File: src/rtl/dic_pkg.sv
package dic_pkg;

   // APB register byte offsets
   localparam logic [7:0] MASK_OFS    = 8'h00;
   localparam logic [7:0] CTRL_OFS    = 8'h04;
   localparam logic [7:0] FORCE_OFS   = 8'h08;
   localparam logic [7:0] PEND_OFS    = 8'h0C;
   localparam logic [7:0] CORE_OFS    = 8'h10;
   localparam logic [7:0] STATUS_OFS  = 8'h14;
   localparam logic [7:0] VECTOR_OFS  = 8'h18;
   localparam logic [7:0] MODE_OFS    = 8'h1C;

   localparam int NSRC = 11;

   // Source index in descending priority
   localparam int SRC_PWD   = 0;
   localparam int SRC_REQ2  = 1;
   localparam int SRC_LVL1  = 2;
   localparam int SRC_LVL0  = 3;
   localparam int SRC_P0TX  = 4;
   localparam int SRC_P0RX  = 5;
   localparam int SRC_EDGE  = 6;
   localparam int SRC_BYTE  = 7;
   localparam int SRC_P1TX  = 8;
   localparam int SRC_P1RX  = 9;
   localparam int SRC_TIMER = 10;

   localparam logic [15:0] VEC_RESET = 16'h0000;
   localparam logic [15:0] VEC_PWD   = 16'h002C;
   localparam logic [15:0] VEC_STEP  = 16'h0004;
   localparam logic [15:0] BOOT_ADDR = 16'h0000;

   // Control register fields
   localparam int CTL_REQ2_EDGE = 0;
   localparam int CTL_ALT0_EDGE = 1;
   localparam int CTL_ALT1_EDGE = 2;
   localparam int CTL_NEST      = 3;
   localparam int CTL_XTAL_OFF  = 4;
   localparam int CTL_CONTEXT   = 5;
   localparam int CTL_PORT1_ALT = 6;
   localparam logic [6:0] CTRL_RESET = 7'h00;
   localparam logic [10:0] MASK_RESET = 11'h000;

   // Core command register codes (write data bits 2:0)
   localparam logic [2:0] CMD_ENA   = 3'h1;
   localparam logic [2:0] CMD_DIS   = 3'h2;
   localparam logic [2:0] CMD_IDLE  = 3'h3;
   localparam logic [2:0] CMD_RTI   = 3'h4;
   localparam logic [2:0] CMD_PDOWN = 3'h5;

   localparam int STACK_DEPTH = 12;

   // Timing in master-clock cycles
   localparam int WAKE_FAST_CYC = 200;
   localparam int WAKE_XTAL_CYC = 4096;

   typedef struct packed {
      logic ext_request_two_n;
      logic level_request_one_n;
      logic level_request_zero_n;
      logic edge_request_pin_n;
      logic port1_alt_request_one_n;
      logic port1_alt_request_zero_n;
      logic powerdown_request_pin_n;
   } dic_pins_t;

   typedef struct packed {
      logic port0_tx;
      logic port0_rx;
      logic byte_xfer;
      logic port1_tx;
      logic port1_rx;
      logic timer;
   } dic_events_t;

endpackage : dic_pkg

File: src/rtl/dic_ctrl.sv
`timescale 1ns/100ps
`default_nettype none

// Operation
// Fixed priority over eleven sources and reset; power-down unmaskable
// Level or edge chosen by software for request two and port1 pins
// The two low-priority level pins are level only; code ranks them third and fourth of eleven
// Edge pin is edge only; software can force or clear it
// Vectors: reset 0000, power-down 002C, then 0004 up to timer 0028
// Pending AND mask, highest remaining request selected
// Nesting control selects preemptive nesting or sequential servicing
// All interrupts blocked one cycle after a mask write
// Write-only force/clear register; reads return zero
// Status pushed and popped on a twelve-level shared stack
// Global enable and disable gate all servicing, power-down included
// Global servicing enabled after reset
// Resume from power-down within 200 master cycles when clock runs
// About 4096 master cycles wait when oscillator was stopped
// Power-down from pin or force bit, nonmaskable edge interrupt
// Leaving power-down restores context or starts cleared per control
// Reset ends power-down
// Acknowledge output shows power-down actually entered
// Idle waits for unmasked interrupt, then continues after idle
// Divided idle accepts 16, 32, 64 or 128 and slows clocks
// Divided idle resumes within divisor cycles of an enabled interrupt
// Reset empties stacks, masks all, clears mode status, boots at 0000
// Latched edge requests stay pending until taken or cleared
module dic_ctrl #(
   parameter int WAKE_XTAL = dic_pkg::WAKE_XTAL_CYC
) (
   input  wire logic              pclk,
   input  wire logic              presetn,
   input  wire logic [7:0]        paddr,
   input  wire logic              psel,
   input  wire logic              penable,
   input  wire logic              pwrite,
   input  wire logic [31:0]       pwdata,
   output logic      [31:0]       prdata,
   output logic                   pready,
   output logic                   pslverr,
   input  wire dic_pkg::dic_pins_t   pins,
   input  wire dic_pkg::dic_events_t events,
   output logic                   irq_take,
   output logic      [15:0]       irq_vector,
   output logic      [15:0]       fetch_addr,
   output logic                   core_running,
   output logic                   slow_clk_en,
   output logic                   powerdown_ack_pin
);
   import dic_pkg::*;

   if (WAKE_XTAL < WAKE_FAST_CYC || WAKE_XTAL > 8192) begin : g_bad_wake
      $error("WAKE_XTAL outside the 13-bit wake counter range");
   end

   typedef enum {RUN, IDLE, PDOWN, WAKE} dic_state_t;

   logic [6:0]        pin_s1_reg, pin_s2_reg, pin_d_reg;
   logic [NSRC-1:0]   mask_reg, pend_reg, active_reg;
   logic [6:0]        ctrl_reg;
   logic              gie_reg, block_reg;
   logic [1:0]        div_sel_reg;
   logic [6:0]        div_cnt_reg;
   logic [15:0]       mode_status_reg;
   logic [3:0]        sp_reg;
   logic [NSRC+15:0]  stack_mem [STACK_DEPTH];
   logic [12:0]       wake_cnt_reg;
   logic              xtal_stopped_reg;
   dic_state_t        state_reg;

   logic              wr, rd;
   logic [NSRC-1:0]   act_lvl, edge_hit, eligible, winner, above;
   logic              take, ret, push_ok;
   logic [2:0]        cmd;
   logic [3:0]        win_idx;

   assign wr      = psel & penable & pwrite;
   assign rd      = psel & penable & ~pwrite;
   assign pready  = 1'b1;
   assign pslverr = 1'b0;
   assign cmd     = pwdata[2:0];

   // Pins are asynchronous, active low
   always_ff @(posedge pclk or negedge presetn) begin
      if (!presetn) begin
         pin_s1_reg <= 7'h7F;
         pin_s2_reg <= 7'h7F;
         pin_d_reg  <= 7'h7F;
      end else begin
         pin_s1_reg <= pins;
         pin_s2_reg <= pin_s1_reg;
         pin_d_reg  <= pin_s2_reg;
      end
   end

   // Pin order follows dic_pins_t: 6 req2, 5 lvl1, 4 lvl0, 3 edge,
   // 2 alt1, 1 alt0, 0 power-down
   always_comb begin
      act_lvl  = '0;
      edge_hit = '0;
      act_lvl[SRC_REQ2]  = ~pin_s2_reg[6];
      act_lvl[SRC_LVL1]  = ~pin_s2_reg[5];
      act_lvl[SRC_LVL0]  = ~pin_s2_reg[4];
      edge_hit[SRC_PWD]  = pin_d_reg[0] & ~pin_s2_reg[0];
      edge_hit[SRC_EDGE] = pin_d_reg[3] & ~pin_s2_reg[3];
      edge_hit[SRC_REQ2] = pin_d_reg[6] & ~pin_s2_reg[6];
      edge_hit[SRC_P0TX] = events.port0_tx;
      edge_hit[SRC_P0RX] = events.port0_rx;
      edge_hit[SRC_BYTE] = events.byte_xfer;
      edge_hit[SRC_TIMER] = events.timer;
      if (ctrl_reg[CTL_PORT1_ALT]) begin
         act_lvl[SRC_P1TX]  = ~pin_s2_reg[2];
         act_lvl[SRC_P1RX]  = ~pin_s2_reg[1];
         edge_hit[SRC_P1TX] = pin_d_reg[2] & ~pin_s2_reg[2];
         edge_hit[SRC_P1RX] = pin_d_reg[1] & ~pin_s2_reg[1];
      end else begin
         edge_hit[SRC_P1TX] = events.port1_tx;
         edge_hit[SRC_P1RX] = events.port1_rx;
      end
   end

   // Per-source mode: level sources track the pin, edge ones latch
   logic [NSRC-1:0] is_level;
   always_comb begin
      is_level = '0;
      is_level[SRC_LVL1] = 1'b1;
      is_level[SRC_LVL0] = 1'b1;
      is_level[SRC_REQ2] = ~ctrl_reg[CTL_REQ2_EDGE];
      is_level[SRC_P1TX] = ctrl_reg[CTL_PORT1_ALT] &
                           ~ctrl_reg[CTL_ALT1_EDGE];
      is_level[SRC_P1RX] = ctrl_reg[CTL_PORT1_ALT] &
                           ~ctrl_reg[CTL_ALT0_EDGE];
   end

   logic force_wr;
   assign force_wr = wr && paddr == FORCE_OFS;

   // Force in bits 10:0, clear in bits 26:16; new edge wins over clear
   generate
      for (genvar i = 0; i < NSRC; i++) begin : g_pend
         always_ff @(posedge pclk or negedge presetn) begin
            if (!presetn) begin
               pend_reg[i] <= 1'b0;
            end else if (is_level[i]) begin
               pend_reg[i] <= act_lvl[i];
            end else if (edge_hit[i] || (force_wr && pwdata[i])) begin
               pend_reg[i] <= 1'b1;
            end else if ((take && winner[i]) ||
                         (force_wr && pwdata[16+i])) begin
               pend_reg[i] <= 1'b0;
            end
         end
      end
   endgenerate

   // Power-down bit is never masked
   assign eligible = pend_reg &
                     (mask_reg | (11'h001 << SRC_PWD));

   // Nesting: only sources above the highest active one may preempt
   // Bit i allowed if no active source at index <= i
   always_comb begin
      above    = '0;
      above[0] = ~active_reg[0];
      for (int i = 1; i < NSRC; i++) begin
         above[i] = above[i-1] & ~active_reg[i];
      end
   end

   always_comb begin
      winner  = '0;
      win_idx = 4'h0;
      for (int i = NSRC - 1; i >= 0; i--) begin
         if (eligible[i]) begin
            winner  = '0;
            winner[i] = 1'b1;
            win_idx = 4'(i);
         end
      end
   end

   assign push_ok = sp_reg < 4'(STACK_DEPTH);
   assign take = |eligible && gie_reg && !block_reg && push_ok &&
                 (ctrl_reg[CTL_NEST] ? |(winner & above)
                                     : active_reg == '0) &&
                 (state_reg == RUN || state_reg == IDLE) &&
                 (state_reg != IDLE || slow_clk_en);
   assign ret = wr && paddr == CORE_OFS && cmd == CMD_RTI && sp_reg != 4'h0;

   always_ff @(posedge pclk or negedge presetn) begin
      if (!presetn) begin
         irq_take   <= 1'b0;
         irq_vector <= VEC_RESET;
      end else begin
         irq_take   <= take;
         if (take) begin
            irq_vector <= winner[SRC_PWD] ? VEC_PWD :
                          16'(VEC_STEP * win_idx);
         end
      end
   end

   // Status stack pushed on interrupt take, popped on RTI
   always_ff @(posedge pclk or negedge presetn) begin
      if (!presetn) begin
         sp_reg     <= 4'h0;
         active_reg <= '0;
      end else if (take) begin
         stack_mem[sp_reg] <= {active_reg, mode_status_reg};
         sp_reg     <= sp_reg + 4'h1;
         active_reg <= active_reg | winner;
      end else if (ret) begin
         sp_reg     <= sp_reg - 4'h1;
         active_reg <= stack_mem[sp_reg - 4'h1][NSRC+15:16];
      end
   end

   always_ff @(posedge pclk or negedge presetn) begin
      if (!presetn) begin
         mask_reg  <= MASK_RESET;
         block_reg <= 1'b0;
      end else begin
         block_reg <= wr && paddr == MASK_OFS;
         if (wr && paddr == MASK_OFS) begin
            mask_reg <= pwdata[NSRC-1:0];
         end
      end
   end

   always_ff @(posedge pclk or negedge presetn) begin
      if (!presetn) begin
         ctrl_reg <= CTRL_RESET;
      end else if (wr && paddr == CTRL_OFS) begin
         ctrl_reg <= pwdata[6:0];
      end
   end

   always_ff @(posedge pclk or negedge presetn) begin
      if (!presetn) begin
         gie_reg <= 1'b1;
      end else if (wr && paddr == CORE_OFS && cmd == CMD_ENA) begin
         gie_reg <= 1'b1;
      end else if (wr && paddr == CORE_OFS && cmd == CMD_DIS) begin
         gie_reg <= 1'b0;
      end
   end

   always_ff @(posedge pclk or negedge presetn) begin
      if (!presetn) begin
         mode_status_reg <= 16'h0000;
      end else if (state_reg == WAKE && wake_cnt_reg == 13'h0000 &&
                   !ctrl_reg[CTL_CONTEXT]) begin
         mode_status_reg <= 16'h0000;
      end else if (wr && paddr == MODE_OFS) begin
         mode_status_reg <= pwdata[15:0];
      end
   end

   // Power-down, idle and wake sequencing
   logic idle_cmd, pd_cmd;
   assign idle_cmd = wr && paddr == CORE_OFS && cmd == CMD_IDLE;
   assign pd_cmd   = wr && paddr == CORE_OFS && cmd == CMD_PDOWN;

   always_ff @(posedge pclk or negedge presetn) begin
      if (!presetn) begin
         state_reg        <= RUN;
         wake_cnt_reg     <= 13'h0000;
         xtal_stopped_reg <= 1'b0;
         div_sel_reg      <= 2'h0;
      end else begin
         case (state_reg)
            RUN: begin
               if (pd_cmd) begin
                  state_reg        <= PDOWN;
                  xtal_stopped_reg <= ctrl_reg[CTL_XTAL_OFF];
               end else if (idle_cmd) begin
                  state_reg   <= IDLE;
                  div_sel_reg <= pwdata[5:4];
               end
            end
            IDLE: begin
               if (take) begin
                  state_reg   <= RUN;
                  div_sel_reg <= 2'h0;
               end
            end
            PDOWN: begin
               if (edge_hit[SRC_PWD] || act_lvl[SRC_LVL0]) begin
                  state_reg    <= WAKE;
                  wake_cnt_reg <= xtal_stopped_reg ?
                                  13'(WAKE_XTAL - 1) :
                                  13'(WAKE_FAST_CYC - 1);
               end
            end
            WAKE: begin
               if (wake_cnt_reg == 13'h0000) begin
                  state_reg <= RUN;
               end else begin
                  wake_cnt_reg <= wake_cnt_reg - 13'h0001;
               end
            end
            default: state_reg <= RUN;
         endcase
      end
   end

   // Divided-idle enable; code 0 divides by 16
   logic [6:0] div_max;
   always_comb begin
      case (div_sel_reg)
         2'h0:    div_max = 7'h0F;
         2'h1:    div_max = 7'h1F;
         2'h2:    div_max = 7'h3F;
         default: div_max = 7'h7F;
      endcase
   end

   logic in_slow;
   assign in_slow = state_reg == IDLE;

   always_ff @(posedge pclk or negedge presetn) begin
      if (!presetn) begin
         div_cnt_reg <= 7'h00;
      end else if (state_reg != IDLE || div_cnt_reg >= div_max) begin
         div_cnt_reg <= 7'h00;
      end else begin
         div_cnt_reg <= div_cnt_reg + 7'h01;
      end
   end

   // Every idle is divided, so response waits for the next slow tick
   assign slow_clk_en = state_reg != IDLE || div_cnt_reg >= div_max;
   assign core_running = state_reg == RUN;
   assign fetch_addr   = BOOT_ADDR;

   always_ff @(posedge pclk or negedge presetn) begin
      if (!presetn) begin
         powerdown_ack_pin <= 1'b0;
      end else begin
         powerdown_ack_pin <= state_reg == PDOWN;
      end
   end

   always_ff @(posedge pclk or negedge presetn) begin
      if (!presetn) begin
         prdata <= 32'h0000_0000;
      end else if (psel && !penable && !pwrite) begin
         case (paddr)
            MASK_OFS:   prdata <= 32'(mask_reg);
            CTRL_OFS:   prdata <= 32'(ctrl_reg);
            PEND_OFS:   prdata <= 32'(pend_reg);
            STATUS_OFS: prdata <= {22'h0, state_reg == PDOWN, gie_reg,
                                   sp_reg, 4'(in_slow)};
            VECTOR_OFS: prdata <= 32'(irq_vector);
            MODE_OFS:   prdata <= 32'(mode_status_reg);
            default:    prdata <= 32'h0000_0000;
         endcase
      end
   end

endmodule : dic_ctrl

`default_nettype wire

File: config.mk
export PLATFORM = sky130hd
export DESIGN_NAME = dic_ctrl
export DESIGN_NICKNAME = d
export VERILOG_FILES = /design/src/rtl/dic_pkg.sv /design/src/rtl/dic_ctrl.sv
export SDC_FILE = /design/constraint.sdc
export NUM_CORES = 1
export LEC_CHECK = 0
export ABC_AREA = 1
export BUFFER_PORTS_ARGS = -buffer_cell sky130_fd_sc_hd__buf_2
export CELL_PAD_IN_SITES_DETAIL_PLACEMENT = 1
export CELL_PAD_IN_SITES_GLOBAL_PLACEMENT = 1
export CORE_ASPECT_RATIO = 1.2
export CORE_UTILIZATION = 36
export DETAILED_ROUTE_END_ITERATION = 10
export HOLD_SLACK_MARGIN = 0.05
export PLACE_DENSITY_LB_ADDON = 0.1
export SLEW_MARGIN = 20
export SYNTH_ARGS = -nofsm -noshare
export SYNTH_HDL_FRONTEND = slang
export SYNTH_SLANG_ARGS = --single-unit
File: constraint.sdc
create_clock -name pclk -period 2.9 [get_ports pclk]
set_clock_uncertainty 0.1 [all_clocks]
set_input_delay 0.145 -clock pclk [delete_from_list [all_inputs] [get_ports pclk]]
set_output_delay 0.145 -clock pclk [all_outputs]
set_load 0.02 [all_outputs]
==> run summary <==
Status: complete, no violations
Global route overflow: 0
Nets: 1520
Post-route DRC: 0
Root Driver: clkbuf_16
Layout cells sized above 1: 19.2%
Worst-skew pair later-pin latency: 0.55 ns
Avg WL per Cell: 18.0 um
Final setup margin: 0.246 ns
Port Buf Inserts: 74
Fin cells: 1919
CTS tree: built
CP Capture Type: flip-flop
Hold WS: 0.109 ns
Worst setup SP type: flip-flop
Max FO, Critical Path: 6
Crit path largest cell delay: 0.39 ns
Ys flop type: edfxtp_1
Worst hold path class: primary input to flip-flop
DR iter-0 viols: 351
Die area: 34200 um2
PD cells: 531 nW/um2
Crit-path slowest cell: dfrtp_1
Yosys cell types: 51
IR drop worst, VDD: 0.327 mV
Cell count after placement: 1818
Yosys reg bits: 260
Leakage: 6.07 nW
Most common cell on crit path: nand2_1
Most common library cell in the layout ignoring fill and taps: nand2_1
Hold path depth: 5
Global-route wire length before repair: 54.7 mm
Synthesized area: 12000 um2
Seq/Total Area, Yosys: 59.8%
Crit-path cells: inv_1 > nand2_1 > nor2_1 > nand2_1 > nor2_1 > a21oi_1 > nor3_2 > nand2_2 > nor2_4 > nand2_1 > nor2_2 > buf_4
CTS max path bufs: 3
Worst-margin pin slew: 0.823 ns
Total Routing Usage GR: 20.7%
Horiz. Die Dim: 169 um
Post-Place Worst Slack: -0.121 ns
HPWL Detailed: 24.2 mm
Hold Vio Cnt, Final: 0
Ports: 128
Diode count: 0
WP data required: 3.05 ns
Synthesized area per cell: 9.68 um2
Crit Path Category: flip-flop to flip-flop
Tmin final: 2.65 ns
Commonest non-fill, non-tap cells in the layout: nand2_1 (193), o21ai_0 (154), nor2_1 (140), edfxtp_1 (132), inv_1 (131)
Area delta synth->final: 23.5%
Post-Synthesis Cells: 1243
H-tree depth: 1
Sink Count: 260
Worst EP arrival: 2.81 ns
Row Count: 72
Initial DRT Pass Iterations: 5
ANT nets after route: 0
Vias in the first global route: 9980
CTS clock-pin slew for the worst setup and hold paths: 0.06 ns
Final Setup Violations: 0
Core ar.: 32500 um2
Achievable Freq: 0.377 GHz
EDFF count, synth: 132
TritonCTS buffer count: 28
Largest net degree at the start of global routing: 129
Slew Viols, Final: 0
Initial antenna violation count: 0
Warnings from Yosys: 0
Slew Limit Headroom: 45.2%
Initial Util: 37.0%
Async SR Flop Fraction: 49.2%
Max reg flops: 132
Total Wirelength: 34.5 mm
Vias per inst: 4.84
Number of cells on the worst reg-to-reg path: 12
GP Congestion: 0.818
Max Cap Viol: 0
DR vias: 9287
Die H: 202 um
Final period util: 91.5%
RSZ-0062 raised after global routing: no
## cells by family after synthesis
family	synth area share [%]
AOI/OAI and AO/OA	13.3
xor gates and xnor gates	0.572
adders and majority gates	0.936
buffers and inverters	8.99
DFF	59.8
other	0.0624
and+or+nand+nor	16.3
## critical path: cells and delay by family, from the launching register on
family / cells / cell delay [ns]
simple gates: 9 / 1.43
flops: 1 / 0.39
buf+inv: 2 / 0.34
compound gates: 1 / 0.10
## stage by stage
| step | cell area (um2) | utilization (%) | setup TNS (ns) | power (mW) |
|---|---|---|---|---|
| finish | 14900 | 45.7 | 0 | 7.89 |
| global route | 14900 | 45.7 | 0 | 8.14 |
| CTS | 14800 | 45.6 | 0 | 7.99 |
| detailed placement | 13400 | 41.2 | -2.25 | 4.26 |
| global placement | 13400 | 41.2 | -0.0143 | 4.26 |
| floorplan | 12200 | - | 0 | 4.17 |
## final cells by class
cell class | count | area [um2]
Fill cell | 3693 | 17700
Sequential cell | 260 | 7190
Clock buffer | 39 | 822
Clock inverter | 13 | 128
Tap cell | 444 | 556
Inverter | 137 | 518
Timing Repair Buffer | 227 | 1700
Multi-Input combinational cell | 799 | 3930
## Yosys cell counts, types with 6 or more instances
cell type | instances | area share (%)
inv_1 | 132 | 4.1
nor3_1 | 10 | 0.42
nor2_1 | 144 | 4.5
clkbuf_1 | 32 | 1.0
nand3_1 | 72 | 3.0
a211oi_1 | 6 | 0.37
o21bai_1 | 8 | 0.50
ha_1 | 9 | 0.94
nand4_1 | 10 | 0.52
a21oi_1 | 31 | 1.3
dfstp_2 | 20 | 4.4
buf_2 | 6 | 0.25
nand2_1 | 193 | 6.0
edfxtp_1 | 132 | 33
buf_4 | 48 | 3.0
o22ai_1 | 46 | 2.4
o21ai_0 | 154 | 6.4
dfrtp_1 | 108 | 22
## final timing paths
| check | startpoint | to | slack (ns) |
|---|---|---|---|
| min | paddr[2] | prdata[4] | 0.11 |
| min reg2reg | pin_s1_reg[3] | pin_s2_reg[3] | 0.26 |
| max reg2reg | active_reg[1] | stack_mem[8][20] | 0.25 |
| max in group asynchronous | presetn | active_reg[5] | 1.87 |
| min in group asynchronous | presetn | wake_cnt_reg[8] | 0.14 |
| max | active_reg[1] | stack_mem[8][20] | 0.25 |
## where the power goes
| group | switching [mW] | internal (mW) | total (mW) |
|---|---|---|---|
| registers | 0.0168 | 3.90 | 3.91 |
| logic | 0.204 | 0.114 | 0.319 |
| clock network | 1.50 | 2.16 | 3.66 |
| total | 1.72 | 6.17 | 7.89 |
## timing repair
action | 4_1_cts | 5_1_grt
buffers inserted | 3 | 0
endpoints found under the setup margin | 41 | 23
gates resized for setup | 5 | 4
hold buffers | 46 | 0
endpoints found under the hold margin | 168 | 0
## routing by layer
metal	vias up	wire, um	global-route usage (%)
met2	154	17300	36.6
li1	4544	-	-
met5	-	0	0
met3	59	1040	2.29
met1	4530	15100	26.0
met4	0	1090	7.47
No activity file was read; power rests on OpenSTA's default activity.
